`config.mk`:
```
export PLATFORM = sky130hd
export DESIGN_NAME = sse_exec
export DESIGN_NICKNAME = d
export VERILOG_FILES = /design/src/sse_pkg.sv /design/src/sse_exec.sv /design/src/sse_subtractor.sv
export VERILOG_INCLUDE_DIRS = /design/src
export SDC_FILE = /design/constraint.sdc
export NUM_CORES = 1
export LEC_CHECK = 0
export BUFFER_PORTS_ARGS = -buffer_cell sky130_fd_sc_hd__buf_2
export CORE_UTILIZATION = 45
export DETAILED_ROUTE_END_ITERATION = 10
export PLACE_DENSITY = 0.73
export SYNTH_ARGS = -nofsm -noshare
export SYNTH_HDL_FRONTEND = slang
export SYNTH_SLANG_ARGS = --single-unit
```
`constraint.sdc`:
```
create_clock -name clk_sys -period 3.27 [get_ports clk_sys]
set_input_delay 0.654 -clock clk_sys [delete_from_list [all_inputs] [get_ports clk_sys]]
set_output_delay 0.654 -clock clk_sys [all_outputs]
set_load 0.02 [all_outputs]
```
`src/sse_cfg.svh`:
```
// Constants for the subtract and sleep execution block.
// Assumes inclusion by name from the package and the execution core.
`ifndef SSE_CFG_SVH
`define SSE_CFG_SVH
`define SSE_PHASES        4
`define SSE_PH_DECODE     4'h1
`define SSE_PH_READ       4'h2
`define SSE_PH_EXEC       4'h4
`define SSE_PH_WRITE      4'h8
`define SSE_WDT_WIDTH     8
`define SSE_PRE_WIDTH     8
`define SSE_FLAG_OV       3
`define SSE_FLAG_Z        2
`define SSE_FLAG_DC       1
`define SSE_FLAG_C        0
`define SSE_OP_NONE       3'h0
`define SSE_OP_LIT_SUB    3'h1
`define SSE_OP_FILE_SUB   3'h2
`define SSE_OP_FILE_SUBB  3'h3
`define SSE_OP_SLEEP      3'h4
`endif

```
`src/sse_pkg.sv`:
```
// Types for the subtract and sleep execution block.
// Assumes sse_cfg.svh holds the numeric constants.
`include "sse_cfg.svh"
package sse_pkg;
   typedef enum logic [2:0] {
      SSE_NONE      = `SSE_OP_NONE,
      SSE_LIT_SUB   = `SSE_OP_LIT_SUB,
      SSE_FILE_SUB  = `SSE_OP_FILE_SUB,
      SSE_FILE_SUBB = `SSE_OP_FILE_SUBB,
      SSE_SLEEP     = `SSE_OP_SLEEP
   } sse_op_type;

   // One instruction as presented to the block
   typedef struct packed {
      sse_op_type op;
      logic       dest_file;
      logic [7:0] literal;
      logic [7:0] file_value;
   } sse_instr_type;

   // Subtract result with its flags
   typedef struct packed {
      logic [7:0] value;
      logic       overflow_flag;
      logic       zero;
      logic       digit_carry_flag;
      logic       carry;
   } sse_alu_type;
endpackage

```
`src/sse_exec.sv`:
```
// Execution core for subtract forms and the power-down instruction.
// Assumes the caller presents one instruction per four-phase cycle.
`timescale 1ns/100ps
`include "sse_cfg.svh"
module sse_exec
   import sse_pkg::*;
(
   input  wire logic          clk_sys,             // Oscillator clock
   input  wire logic          reset_n,             // Synchronous reset, low
   input  wire logic          ext_clock_mode,      // External-clock mode select
   input  wire sse_instr_type instr,               // Instruction, held over a cycle
   input  wire logic          wake_event,          // Interrupt style wake-up
   input  wire logic          watchdog_tick,       // Prescaler input tick
   output logic               instr_taken,         // Pulse at decode phase
   output logic [3:0]         phase,               // One-hot phase
   output logic               sleeping,            // Sleep state
   output logic               osc_run,             // Oscillator enable
   output logic               cycle_clock_output,  // Cycle marker pin
   output logic [7:0]         working_register,    // Accumulator
   output logic [7:0]         file_write_data,     // Data back to file
   output logic               file_write_en,       // File write strobe
   output logic [3:0]         status_flags,        // OV,Z,DC,C
   output logic               timeout_flag_n,      // Time-out status, low active
   output logic               power_down_flag_n,   // Power-down status, low active
   output logic [7:0]         watchdog_counter     // Watchdog count
);
   typedef enum logic [3:0] {
      PH_DECODE = `SSE_PH_DECODE,
      PH_READ   = `SSE_PH_READ,
      PH_EXEC   = `SSE_PH_EXEC,
      PH_WRITE  = `SSE_PH_WRITE
   } sse_phase_type;

   sse_phase_type   phase_q;
   sse_phase_type   phase_d;
   sse_instr_type   instr_q;
   sse_alu_type     alu_q;
   sse_alu_type     alu_res;
   logic            sleep_q;
   logic [7:0]      work_q;
   logic [7:0]      fwd_q;
   logic            fwe_q;
   logic [3:0]      flags_q;
   logic            to_n_q;
   logic            pd_n_q;
   logic [7:0]      wdt_q;
   logic [7:0]      pre_q;
   logic            cycle_clock_output_q;
   logic [2:0]      wake_sync_q;

   // Literal form decode; shared by operand and destination choice
   function automatic logic op_is_literal(input sse_op_type op);
      return (op == SSE_LIT_SUB);
   endfunction

   // Any subtract form; other codes leave the datapath untouched
   function automatic logic op_is_subtract(input sse_op_type op);
      return (op == SSE_LIT_SUB) | (op == SSE_FILE_SUB) | (op == SSE_FILE_SUBB);
   endfunction

   // Phase sequencer: four oscillator periods per cycle, frozen in sleep
   always_comb
   begin
      unique case (phase_q)
         PH_DECODE: phase_d = PH_READ;
         PH_READ:   phase_d = PH_EXEC;
         PH_EXEC:   phase_d = PH_WRITE;
         PH_WRITE:  phase_d = PH_DECODE;
         default:   phase_d = PH_DECODE;
      endcase
   end

   // Operand choice: literal or file as minuend
   wire logic [7:0] minuend   = op_is_literal(instr_q.op) ? instr_q.literal : instr_q.file_value;
   wire logic       use_borrow = (instr_q.op == SSE_FILE_SUBB);
   wire logic       borrow_in  = use_borrow & ~flags_q[`SSE_FLAG_C];
   wire logic       is_sub     = op_is_subtract(instr_q.op);
   wire logic       to_file    = ~op_is_literal(instr_q.op) & instr_q.dest_file;
   wire logic       at_exec    = (phase_q == PH_EXEC) & ~sleep_q;
   wire logic       at_write   = (phase_q == PH_WRITE) & ~sleep_q;
   wire logic       do_sleep   = at_exec & (instr_q.op == SSE_SLEEP);
   // Last prescaler count; the counter steps on the tick after it
   wire logic       pre_wrap   = (pre_q == 8'hFF);
   // Whole prescaler and counter chain at its end while asleep wakes the core
   wire logic       wdt_expire = sleep_q & watchdog_tick & pre_wrap & (wdt_q == 8'hFF);
   // Wake input filtered: counts once second and third stages are both high
   wire logic       wake_ok    = wake_sync_q[1] & wake_sync_q[2];

   sse_subtractor u_sub
   (
      .minuend    (minuend),
      .subtrahend (work_q),
      .borrow_in  (borrow_in),
      .result     (alu_res)
   );

   // Phase and instruction capture
   always_ff @(posedge clk_sys)
   begin
      if (!reset_n)
      begin
         phase_q <= PH_DECODE;
         instr_q <= '0;
      end
      else if (!sleep_q)
      begin
         phase_q <= phase_d;
         if (phase_q == PH_READ)
            instr_q <= instr;
      end
   end

   // Execute then write back within the same cycle
   // Flags and result land together, so a borrow chain sees a settled carry
   always_ff @(posedge clk_sys)
   begin
      if (!reset_n)
      begin
         alu_q   <= '0;
         work_q  <= 8'h00;
         fwd_q   <= 8'h00;
         fwe_q   <= 1'b0;
         flags_q <= 4'h0;
      end
      else
      begin
         fwe_q <= 1'b0;
         if (at_exec)
            alu_q <= alu_res;
         if (at_write & is_sub)
         begin
            flags_q <= {alu_q.overflow_flag, alu_q.zero, alu_q.digit_carry_flag, alu_q.carry};
            if (to_file)
            begin
               fwd_q <= alu_q.value;
               fwe_q <= 1'b1;
            end
            else
               work_q <= alu_q.value;
         end
      end
   end

   // Sleep state, status bits and wake-up
   // Entry outranks a wake in the same cycle; a held wake ends it a cycle later
   always_ff @(posedge clk_sys)
   begin
      if (!reset_n)
      begin
         sleep_q     <= 1'b0;
         to_n_q      <= 1'b1;
         pd_n_q      <= 1'b1;
         wake_sync_q <= 3'h0;
      end
      else
      begin
         wake_sync_q <= {wake_sync_q[1:0], wake_event};
         if (do_sleep)
         begin
            sleep_q <= 1'b1;
            pd_n_q  <= 1'b0;
            to_n_q  <= 1'b1;
         end
         else if (wdt_expire)
         begin
            sleep_q <= 1'b0;
            to_n_q  <= 1'b0;
         end
         else if (sleep_q & wake_ok)
            sleep_q <= 1'b0;
      end
   end

   // Watchdog and prescaler; keeps running in sleep so it can wake the core
   always_ff @(posedge clk_sys)
   begin
      if (!reset_n | do_sleep)
      begin
         wdt_q <= 8'h00;
         pre_q <= 8'h00;
      end
      else if (watchdog_tick)
      begin
         pre_q <= pre_q + 8'h01;
         if (pre_wrap)
            wdt_q <= wdt_q + 8'h01;
      end
   end

   // Cycle clock: high for decode and read, low for execute and write
   always_ff @(posedge clk_sys)
   begin
      if (!reset_n)
         cycle_clock_output_q <= 1'b0;
      else
         cycle_clock_output_q <= ext_clock_mode & ~sleep_q & (phase_d == PH_DECODE | phase_d == PH_READ);
   end

   // Outputs
   assign instr_taken        = (phase_q == PH_DECODE) & ~sleep_q;
   assign phase              = phase_q;
   assign sleeping           = sleep_q;
   assign osc_run            = ~sleep_q;
   assign cycle_clock_output = cycle_clock_output_q;
   assign working_register   = work_q;
   assign file_write_data    = fwd_q;
   assign file_write_en      = fwe_q;
   assign status_flags       = flags_q;
   assign timeout_flag_n     = to_n_q;
   assign power_down_flag_n  = pd_n_q;
   assign watchdog_counter   = wdt_q;
endmodule

```
`src/sse_subtractor.sv`:
```
// Eight-bit subtractor: a - b - borrow with the four arithmetic flags.
// Assumes purely combinational use by the execution core.
`timescale 1ns/100ps
module sse_subtractor
   import sse_pkg::*;
(
   input  wire logic [7:0] minuend,    // Left operand
   input  wire logic [7:0] subtrahend, // Right operand
   input  wire logic       borrow_in,  // Extra one to take away
   output sse_alu_type     result      // Difference and flags
);
   // Add the complement; carry out set means no borrow
   wire logic [8:0] full_sum = {1'b0, minuend} + {1'b0, ~subtrahend} + {8'h00, ~borrow_in};
   wire logic [4:0] low_sum  = {1'b0, minuend[3:0]} + {1'b0, ~subtrahend[3:0]} + {4'h0, ~borrow_in};
   wire logic [7:0] diff     = full_sum[7:0];

   // Flag derivation
   assign result.value            = diff;
   assign result.carry            = full_sum[8];
   assign result.digit_carry_flag = low_sum[4];
   assign result.zero             = (diff == 8'h00);
   assign result.overflow_flag    = (minuend[7] ^ subtrahend[7]) & (diff[7] ^ minuend[7]);
endmodule

```
### Word-level counts from Yosys, hierarchy flattened

Cells that the tools add are included.

| operators by class | value |
|---|---|
| $add $sub $neg | 6 |
| equal/unequal tests | 12 |
| muxes and demuxes | 6 |
| bitwise gates (word level) | 29 |
| reduce and logical (&&, ||, !) cells | 9 |

Operator list:

| kind | number |
|---|---|
| adder 8 x 1 -> 8 bit, second input constant | 2 |
| equality test 8 bit, second input constant | 2 |
| AND 1 bit | 15 |
| one-hot mux 4 bit (3 select lines) | 1 |
| AND reduction 2 bit | 5 |
| adder 8 x 8 -> 9 bit | 1 |
| adder 9 x 1 -> 9 bit | 1 |
| equality test 4 x 1 -> 1 bit, second input constant | 2 |
| equality test 4 x 2 -> 1 bit, second input constant | 2 |
| zero test 8 bit | 1 |
| two-way mux 8 bit | 1 |
| inverter 8 bit | 1 |
| equality test 3 x 2 -> 1 bit, second input constant | 2 |
| inverter 1 bit | 6 |
| adder 4 x 4 -> 5 bit | 1 |
| adder 5 x 1 -> 5 bit | 1 |
| equality test 4 x 3 -> 1 bit, second input constant | 1 |
| equality test 4 bit, second input constant | 1 |
| two-way mux 1 bit | 4 |
| inverter 4 bit | 1 |
| OR 1 bit | 4 |
| equality test 3 x 1 -> 1 bit, second input constant | 1 |
| equality test 3 bit, second input constant | 1 |
| nonzero test 3 bit | 1 |
| 3 further kinds | 4 |

| storage, ports and cells | value |
|---|---|
| register bits after elaboration | 80 |
| bits of input ports | 25 |

### Depth between registers and ports, before layout

Gate-level depths: netlist of the first run.

| depth | value |
|---|---|
| word-level depth | 6 |
| depth in mapped cells | 10 |
| gate-level depth less buffers | 9 |

### Cells and area by module

From an unflattened synthesis of the first run, not the netlist that was laid out.

| unflattened totals | value |
|---|---|
| cells, all modules | 426 |
| area total of the unflattened synthesis | 3,751.1 µm² |

Modules (own cells, without submodules):

| module | times used | cells each | area each (µm²) |
|---|---|---|---|
| sse_exec | 1 | 356 | 3,263.1 |
| sse_subtractor | 1 | 70 | 488.0 |

### Least setup slack after synthesis of the first run

Ideal clock, no wire load.

| timing | value |
|---|---|
| path type | reg2reg |
| from | register instr_q[17] in the netlist's numbering |
| to | register alu_q[2] in the netlist's numbering |
| library setup time | 0.084 ns |
| data arrival time | 3.011 ns |
| path slack | 0.175 ns |
| cell stages (with the launch flop) | 11 |
| buffers on the path | 1 |
| period minus slack after synthesis | 3.095 ns |
| cells stage by stage | dfxtp_1 -> nor3b_1 -> buf_2 -> mux2_2 -> fa_1 -> fa_1 -> a21o_1 -> a21oi_2 -> xnor2_1 -> or4_1 -> o31ai_2 |

| between the ends | value |
|---|---|
| word-level cells in the longest chain between the ends | 5 |
| elaborated cells on any way between the ends | 8 |
| classes of those cells | 2 x add/sub; 2 x eq/ne; 1 x mux; 2 x bitwise; 1 x reduce/logical |

RTL lines:

| what | RTL line | source |
|---|---|---|
| from (decl) | sse_exec.sv:36 | `sse_instr_type instr_q;` |
| from (signal assigned) | sse_exec.sv:109 | `instr_q <= instr;` |
| equality test 3 x 1 -> 1 bit or equality test 3 x 2 -> 1 bit (tied branches) | sse_exec.sv:53, sse_exec.sv:75 |  |
| two-way mux 8 bit or AND 1 bit (tied branches) | sse_exec.sv:74, sse_exec.sv:76 |  |
| adder 8 x 8 -> 9 bit or inverter 1 bit (tied branches) | sse_subtractor.sv:13 | `wire logic [8:0] full_sum = {1'b0, minuend} + {1'b0, ~subtrahend} + {8'h00, ~borrow_in};` |
| adder 9 x 1 -> 9 bit (*) | sse_subtractor.sv:13 |  |
| zero test 8 bit (*) | sse_subtractor.sv:21 | `assign result.zero = (diff == 8'h00);` |
| to (signal assigned) | sse_exec.sv:129 | `alu_q <= alu_res;` |
| to (decl) | sse_exec.sv:37 | `sse_alu_type alu_q;` |

Every way passes the cells marked *; elsewhere a longest branch is shown, timed or not.
A chain may end at the register's enable or synchronous reset.

### Worst setup path after layout of the first run

Same ends and word-level chain as after synthesis.

==> reports/qor.yml, run 1 <==
placed_design:
  portBuffers: 63
  post-dp-hpwl_um: 5070
  globalplace.congestion: 0.871
finish:
  seq_area_sq_um: 1600
  multi_input_area_sq_um: 1730
  antennaDiodeCount: 0
  drive_gt1_frac: 0.233
  syn_to_final_growth_pct: 15.8
  n_fill_cell: 697
  final_nets: 478
route:
  via_count: 2763
  avgViaCountPerCell: 5.06
  wl_per_cell_um: 12.8
  first_pass_iters: 4
  drt_iter0_drc: 111
  final_antenna_net_count: 0
  wirelength_um: 6970
  drc: 0
pwr:
  finalPower_mw: 1.94
  leakage_nw: 1.61
  p_per_area_nw_per_um2: 482
  ir_drop_mv: 0.245
critical_path:
  rr_endpoint: "alu_q[2]$_SDFFE_PN0P_"
  end_kind: "flop"
  path_cells: "nor3b_2 -> mux2_2 -> fa_1 -> fa_2 -> a21o_1 -> a21oi_2 -> xnor2_1 -> or4_1 -> o31ai_2"
  r2r_cells: 9
  critPathSlowestCell: "or4_1"
  rrSetupSlack_ns: 0.26
  cp_data_arrival_time_ns: 3.29
  critical-path-top-delay-family: "adder cells"
  start_kind: "flop"
  path_buf_inv: 0
  cp_max_fo: 4
  crit_required_ns: 3.54
  slowest_delay_ns: 0.50
  critPathKind: "reg -> reg"
  r2r-start: "instr_q[17]$_SDFFE_PN0P_"
worst_hold_path:
  min_path_type: "reg -> reg"
  min_to: "wake_sync_q[1]$_SDFF_PN0_"
  holdCritStartpoint: "wake_sync_q[0]$_SDFF_PN0_"
  worstHoldPathCells: 1
cts:
  clockRootBuffer: "clkbuf_8"
  cts.sinks: 80
  cts.clk_slew.worst_paths_ns: 0.09
  h-tree-depth: 3
  tritoncts: "done"
  hold_buffers: 0
  cts_buffers: 9
  insertion_delay_ns: 0.35
  post_cts_buffers: 0
  clock_path_buffers: 2
  post_cts_resized: 0
yosys:
  ys_warn_count: 0
  synth_ff_type: "dfxtp_1"
  async_flop_share: 0
  syn_inst: 384
  synth.avg_cell_area_sq_um: 9.05
  ys_ff_latch: 80
  synth-edff-count: 0
  synth-seq-area-share: 0.461
  synth_cell_types: 48
  synth_nets: 420
  syn-cell-area_sq_um: 3470
grt:
  grt_max_degree: 54
  grt_pass1_vias: 2597
  antenna_found_initial: 0
  overflow: 0
  grt_pass1_wl_um: 12100
  grtUsageTotal: 0.186
floorplanning:
  rows: 31
  die_area_sq_um: 8080
  pin_count: 64
  initial_core_util: 0.471
  die_w_um: 89.9
  die_height_um: 89.9
  core_sq_um: 7370
sta:
  min_period_over_period: 0.922
  setup_viol_count_final: 0
  rsz0062_at_grt: "false"
  fin_worst_skew_ns: 0.00810
  relSlewSlack: 0.424
  tightest_slew_ns: 0.863
  slew_viol_final: 0
  min_period_ns: 3.01
  setup-tns-final_ns: 0
  worst_hold_slack_ns: 0.446
  max_freq_mhz: 332
  hold_viol_final: 0
status:
  status: "finished clean"
run:
  maxCapViolCount: 0
final cells by class:
type	instances	share of cell area
Timing Repair Buffer	65	0.0821
Multi-Input combinational cell	275	0.430
Clock buffer	9	0.0308
Sequential cell	80	0.398
Inverter	11	0.0103
Tap cell	99	0.0308
Clock inverter	7	0.0177
cells in the final DEF (no fill, tap or decap), types with 2 or more instances in the layout:
cell,netlist,layout
a21o_1,4,4
dfxtp_1,80,80
clkinv_2,0,2
xor2_1,10,10
nor3b_2,1,2
mux2_2,8,8
nor2_1,48,48
ha_1,9,9
and2_1,4,4
o21a_1,2,2
buf_2,3,63
inv_1,10,10
clkinvlp_4,0,3
mux2i_1,22,22
nor4_2,2,2
a211oi_1,4,4
o21ai_1,2,2
a21oi_1,34,34
and3_1,3,3
nand4_1,6,6
o22ai_1,2,2
nand3_1,8,8
nor3_1,5,5
nand2_1,69,69
xnor2_1,11,11
clkbuf_8,1,9
buf_4,1,2
state kept, by name, indices dropped and copies added (netlist names):
name / cells
alu_q: 12
cycle_clock_output: 1
file_write_data: 8
file_write_en: 1
instr_q: 20
phase: 4
power_down_flag_n: 1
pre_q: 8
sleeping: 1
status_flags: 4
timeout_flag_n: 1
wake_sync_q: 3
watchdog_counter: 8
working_register: 8
synth_stat cells, drive strengths merged (4+ instances only):
library cell | count | area (sq um)
nand4 | 6 | 37.5
inv | 11 | 41.3
xor2 | 10 | 87.6
nor3 | 6 | 35.0
nand3 | 8 | 40.0
clkbuf | 11 | 51.3
a21oi | 36 | 195
nor2 | 49 | 186
mux2 | 8 | 90.1
nand2 | 69 | 259
and2 | 4 | 25.0
buf | 7 | 56.3
mux2i | 22 | 220
a21o | 4 | 30.0
a211oi | 5 | 42.5
ha | 9 | 113
dfxtp | 80 | 1600
o21ai | 4 | 23.8
xnor2 | 11 | 96.3
metal layers:
metal / vias to the layer above / GRT usage / routed length [um]
li1: 1413 / - / -
met1: 1278 / 0.236 / 3410
met2: 66 / 0.306 / 3190
met3: 6 / 0.0508 / 296
met4: 0 / 0.0591 / 68
met5: - / 0 / 0
cell families (layout without fill, tap and decap cells):
logic type      after synthesis  count (layout)  share of synthesized area
compound gates               58              58                      0.106
simple gates                155             155                      0.205
xor+xnor                     21              21                     0.0529
fa+ha+maj                    11              11                     0.0439
mux                          30              30                     0.0893
buf+inv                      29              92                     0.0429
flops                        80              80                      0.461
power breakdown:
part / internal, mW / switching [mW] / total, mW
logic: 0.0806 / 0.119 / 0.200
registers: 0.997 / 0.0220 / 1.02
clock network: 0.352 / 0.366 / 0.718
per-stage QoR:
step	instances	utilization	setup WS, ns	area [sq um]
floorplan	384	-	0.175	3470
global route	546	0.546	0.0543	4020
finish	546	0.546	0.256	4020
global placement	530	0.519	0.197	3820
detailed placement	530	0.519	0.128	3820
CTS	546	0.545	0.110	4020
worst max path at each step:
stage / cells past startpoint / endpoint / start / slack [ns]
finish: 9 / alu_q[2]$_SDFFE_PN0P_ / instr_q[17]$_SDFFE_PN0P_ / 0.26
floorplan: 10 / alu_q[2]$_SDFFE_PN0P_ / instr_q[17]$_SDFFE_PN0P_ / 0.17
detailed placement: 9 / alu_q[2]$_SDFFE_PN0P_ / instr_q[17]$_SDFFE_PN0P_ / 0.13
CTS: 9 / alu_q[2]$_SDFFE_PN0P_ / instr_q[17]$_SDFFE_PN0P_ / 0.11
global placement: 9 / alu_q[2]$_SDFFE_PN0P_ / instr_q[17]$_SDFFE_PN0P_ / 0.20
global route: 9 / alu_q[2]$_SDFFE_PN0P_ / instr_q[17]$_SDFFE_PN0P_ / 0.05
Power figures use the tool's default switching activity.
==> run 2: changes to the inputs <==
- ABC_AREA: default -> 1
==> run 2 against run 1 <==
Compared with the run above:
- wire length increased by 8.5%
- maximum frequency increased by 9.1%
- largest power group unchanged
- combinational power increased by 41%
- worst hold slack got worse by 0.028 ns
- clock skew increased by 0.0082 ns
- register-to-register slack improved by 0.25 ns
- die area increased by 2.2%
- critical endpoint unchanged
- sequential share of layout area decreased by 0.92 points
- utilization decreased by 1.0 points
- flip-flop and latch count unchanged
- total power increased by 3.3%
- sequential power about the same
==> reports/qor.yml, run 2 <==
critical_path:
  critPathKind: "reg -> reg"
  r2r-start: "instr_q[19]$_SDFFE_PN0P_"
  start_kind: "flop"
  cp_max_fo: 18  # +14
  r2r_cells: 15  # +6
  cpMostUsedCell: "nand2_1"
  cp_data_arrival_time_ns: 3.05  # -0.24 ns
  critPathSlowestCell: "fa_1"
  path_cells: "inv_1 -> nand3_2 -> nand2_1 -> o21ai_0 -> fa_1 -> fa_1 -> nand2_1 -> nand2_1 -> nand3_1 -> nand2_1 -> nand2_1 -> nand2_1 -> nor2_1 -> nand3_1 -> a21oi_1"
  end_kind: "flop"
  crit_required_ns: 3.56  # +0.02 ns
  rrSetupSlack_ns: 0.51  # +0.25 ns
  rr_endpoint: "alu_q[2]$_SDFFE_PN0P_"
  slowest_delay_ns: 0.47  # -0.03 ns
route:
  avgViaCountPerCell: 4.84  # -4.3%
  drt_iter0_drc: 129  # +16%
  first_pass_iters: 4  # unchanged
  wl_per_cell_um: 11.8  # -7.7%
  wirelength_um: 7560  # +8.5%
  via_count: 3109  # +13%
  final_antenna_net_count: 0  # unchanged
  drc: 0  # unchanged
yosys:
  synth_top_area_cell: "dfxtp_1"
  synth.avg_cell_area_sq_um: 7.50  # -17%
  yosysMostFrequentCell: "dfxtp_1"
  synth-simple-area-share: 0.195  # -0.00982
  synth_cell_types: 33  # -31%
  async_flop_share: 0  # unchanged
  synth-seq-area-share: 0.451  # -0.0102
  synth_area_leaders: "dfxtp_1 (45%), a21oi_1 (8.5%), inv_1 (8.3%)"
  syn_inst: 474  # +23%
  synth-compound-area-share: 0.185  # +0.0790
  synth_top_family_by_area: "simple AND/OR/NAND/NOR gates"
  synth_fa_ha_area_frac: 0.0430  # -0.000975
  synth_top_area_share: 0.451  # -0.0102
  synth_commonest_cells: "dfxtp_1 (80), inv_1 (79), nand2_1 (75), a21oi_1 (60), o21ai_0 (59)"
  synth_nets: 510  # +21%
  synth-edff-count: 0  # unchanged
  synth_mux_area_frac: 0.00282  # -0.0865
  ys_ff_latch: 80  # unchanged
  synthXorXnorAreaFrac: 0.0148  # -0.0381
  syn-cell-area_sq_um: 3550  # +2.3%
  synth_ff_type: "dfxtp_1"
  ys_warn_count: 0  # unchanged
worst_hold_path:
  worstHoldPathCells: 2  # +1
  min_path_type: "reg -> reg"
  min_to: "wake_sync_q[1]$_SDFF_PN0_"
  holdCritStartpoint: "wake_sync_q[0]$_SDFF_PN0_"
finish:
  layout_commonest_cell: "dfxtp_1"
  reg.largest.list: "instr_q (20), alu_q (12)"
  antennaDiodeCount: 0  # unchanged
  layout_common_cells: "dfxtp_1 (80), inv_1 (79), nand2_1 (75), buf_2 (63), a21oi_1 (60)"
  final_nets: 571  # +19%
  regMostFlops: "instr_q"
  drive_gt1_frac: 0.183  # -0.0493
  largest_reg_flops: 20  # unchanged
  syn_to_final_growth_pct: 15.9  # about the same
cts:
  insertion_delay_ns: 0.36  # about the same
  cts.sinks: 80  # unchanged
  h-tree-depth: 3  # unchanged
  cts.clk_slew.worst_paths_ns: 0.10  # about the same
  post_cts_resized: 0  # unchanged
  hold_buffers: 0  # unchanged
  post_cts_buffers: 0  # unchanged
  clock_path_buffers: 2  # unchanged
  clockRootBuffer: "clkbuf_8"
  tritoncts: "done"
  cts_buffers: 9  # unchanged
floorplanning:
  initial_core_util: 0.462  # -0.00924
  rows: 32  # +3.2%
  core_sq_um: 7690  # +4.3%
  pin_count: 64  # unchanged
  die_area_sq_um: 8260  # +2.2%
  die_w_um: 90.9  # +1.1%
  die_height_um: 90.9  # +1.1%
pwr:
  p_per_area_nw_per_um2: 486  # +0.88%
  switchingPower_uw: 601  # +19%
  swShare: 0.301  # +0.0387
  ir_drop_mv: 0.207  # -16%
  p_seq_frac: 0.515  # -0.011
  intPower_mw: 1.40  # -2.2%
  pwr-share-comb: 0.142  # +0.039
  leakage_nw: 1.90  # +18%
  clockPowerShare: 0.344  # -0.027
placed_design:
  globalplace.congestion: 0.902  # +3.5%
  dp_slack_ns: 0.578  # +0.450 ns
  portBuffers: 63  # unchanged
  post-dp-hpwl_um: 5640  # +11%
grt:
  grtUsageTotal: 0.192  # +0.00619
  grt_pass1_wl_um: 12800  # +6.1%
  overflow: 0  # unchanged
  grt_pass1_vias: 2970  # +14%
  grt_max_degree: 35  # -35%
  antenna_found_initial: 0  # unchanged
sta:
  relSlewSlack: 0.340  # -0.0844
  setup_viol_count_final: 0  # unchanged
  worst_hold_slack_ns: 0.418  # -0.0282 ns
  timing.final.ws_setup_ns: 0.508  # +0.251 ns
  rsz0062_at_grt: "false"
  slew_viol_final: 0  # unchanged
  hold_viol_final: 0  # unchanged
  min_period_over_period: 0.845  # -0.0768
  min_period_ns: 2.76  # -0.251 ns
  max_freq_mhz: 362  # +9.1%
  fin_worst_skew_ns: 0.0163  # +0.00819 ns
  setup-tns-final_ns: 0  # unchanged
  tightest_slew_ns: 0.988  # +0.125 ns
run:
  maxCapViolCount: 0  # unchanged
status:
  status: "finished clean"
==> run 2: how the worst max path moves through the flow <==
stage | end | slack (ns) | from | cells past startpoint
after floorplan | alu_q[2]$_SDFFE_PN0P_ | 0.75 | instr_q[19]$_SDFFE_PN0P_ | 15
after global placement | alu_q[2]$_SDFFE_PN0P_ | 0.68 | instr_q[19]$_SDFFE_PN0P_ | 15
after detailed placement | alu_q[2]$_SDFFE_PN0P_ | 0.58 | instr_q[19]$_SDFFE_PN0P_ | 15
after CTS | alu_q[2]$_SDFFE_PN0P_ | 0.51 | instr_q[19]$_SDFFE_PN0P_ | 15
after global routing | alu_q[2]$_SDFFE_PN0P_ | 0.25 | instr_q[19]$_SDFFE_PN0P_ | 15
final | alu_q[2]$_SDFFE_PN0P_ | 0.51 | instr_q[19]$_SDFFE_PN0P_ | 15
==> run 2: layer usage <==
layer / wire length [um] / track usage / vias to the layer above
met4: 140 / 0.0820 / 0
li1: - / - / 1648
met2: 3530 / 0.324 / 67
met3: 291 / 0.0404 / 10
met5: 0 / 0 / -
met1: 3600 / 0.235 / 1384
==> run 2: cells by family (layout without fill, tap and decap cells) <==
family	Yosys count	count (layout)
AND/OR/NAND/NOR	153	153
AO/OA/AOI/OAI	126	126
buffers and inverters	97	163
flip-flops	80	80
adder cells (fa/ha/maj)	11	11
XOR/XNOR	6	6
multiplexers	1	1
==> run 2: through the flow <==
| stage | area, sq um | power, mW | utilization | cells |
|---|---|---|---|---|
| finish | 4120 | 2.00 | 0.536 | 642 |
| global placement | 3930 | 1.32 | 0.512 | 626 |
| floorplan | 3550 | 1.26 | - | 474 |
| CTS | 4120 | 2.01 | 0.536 | 642 |
| detailed placement | 3930 | 1.33 | 0.512 | 626 |
| global route | 4120 | 2.10 | 0.536 | 642 |
==> run 2: power by group through the flow <==
stage                     sequential, mW  combinational, mW  clock [mW]
final                               1.03              0.283       0.688
after global routing                1.03              0.326       0.742
after CTS                           1.03              0.283       0.698
after detailed placement            1.05              0.282           0
after global placement              1.05              0.272           0
after floorplan                     1.06              0.206           0
==> run 2: final cells by class <==
| cell class | instances | area, sq um |
|---|---|---|
| flip-flops and latches | 80 | 1600 |
| repair buffers | 66 | 338 |
| clock inverters | 7 | 61.3 |
| well taps | 102 | 128 |
| clock buffers | 9 | 124 |
| fillers | 759 | 3570 |
| inverters | 81 | 304 |
| multi-input cells | 297 | 1560 |
==> run 2: worst max-delay path: cells and delay by family (launching register included) <==
kind / cells / cell delay, ns
adder cells (fa/ha/maj): 2 / 0.90
flip-flops: 1 / 0.34
AND/OR/NAND/NOR: 10 / 1.05
AO/OA/AOI/OAI: 2 / 0.28
buffers and inverters: 1 / 0.11
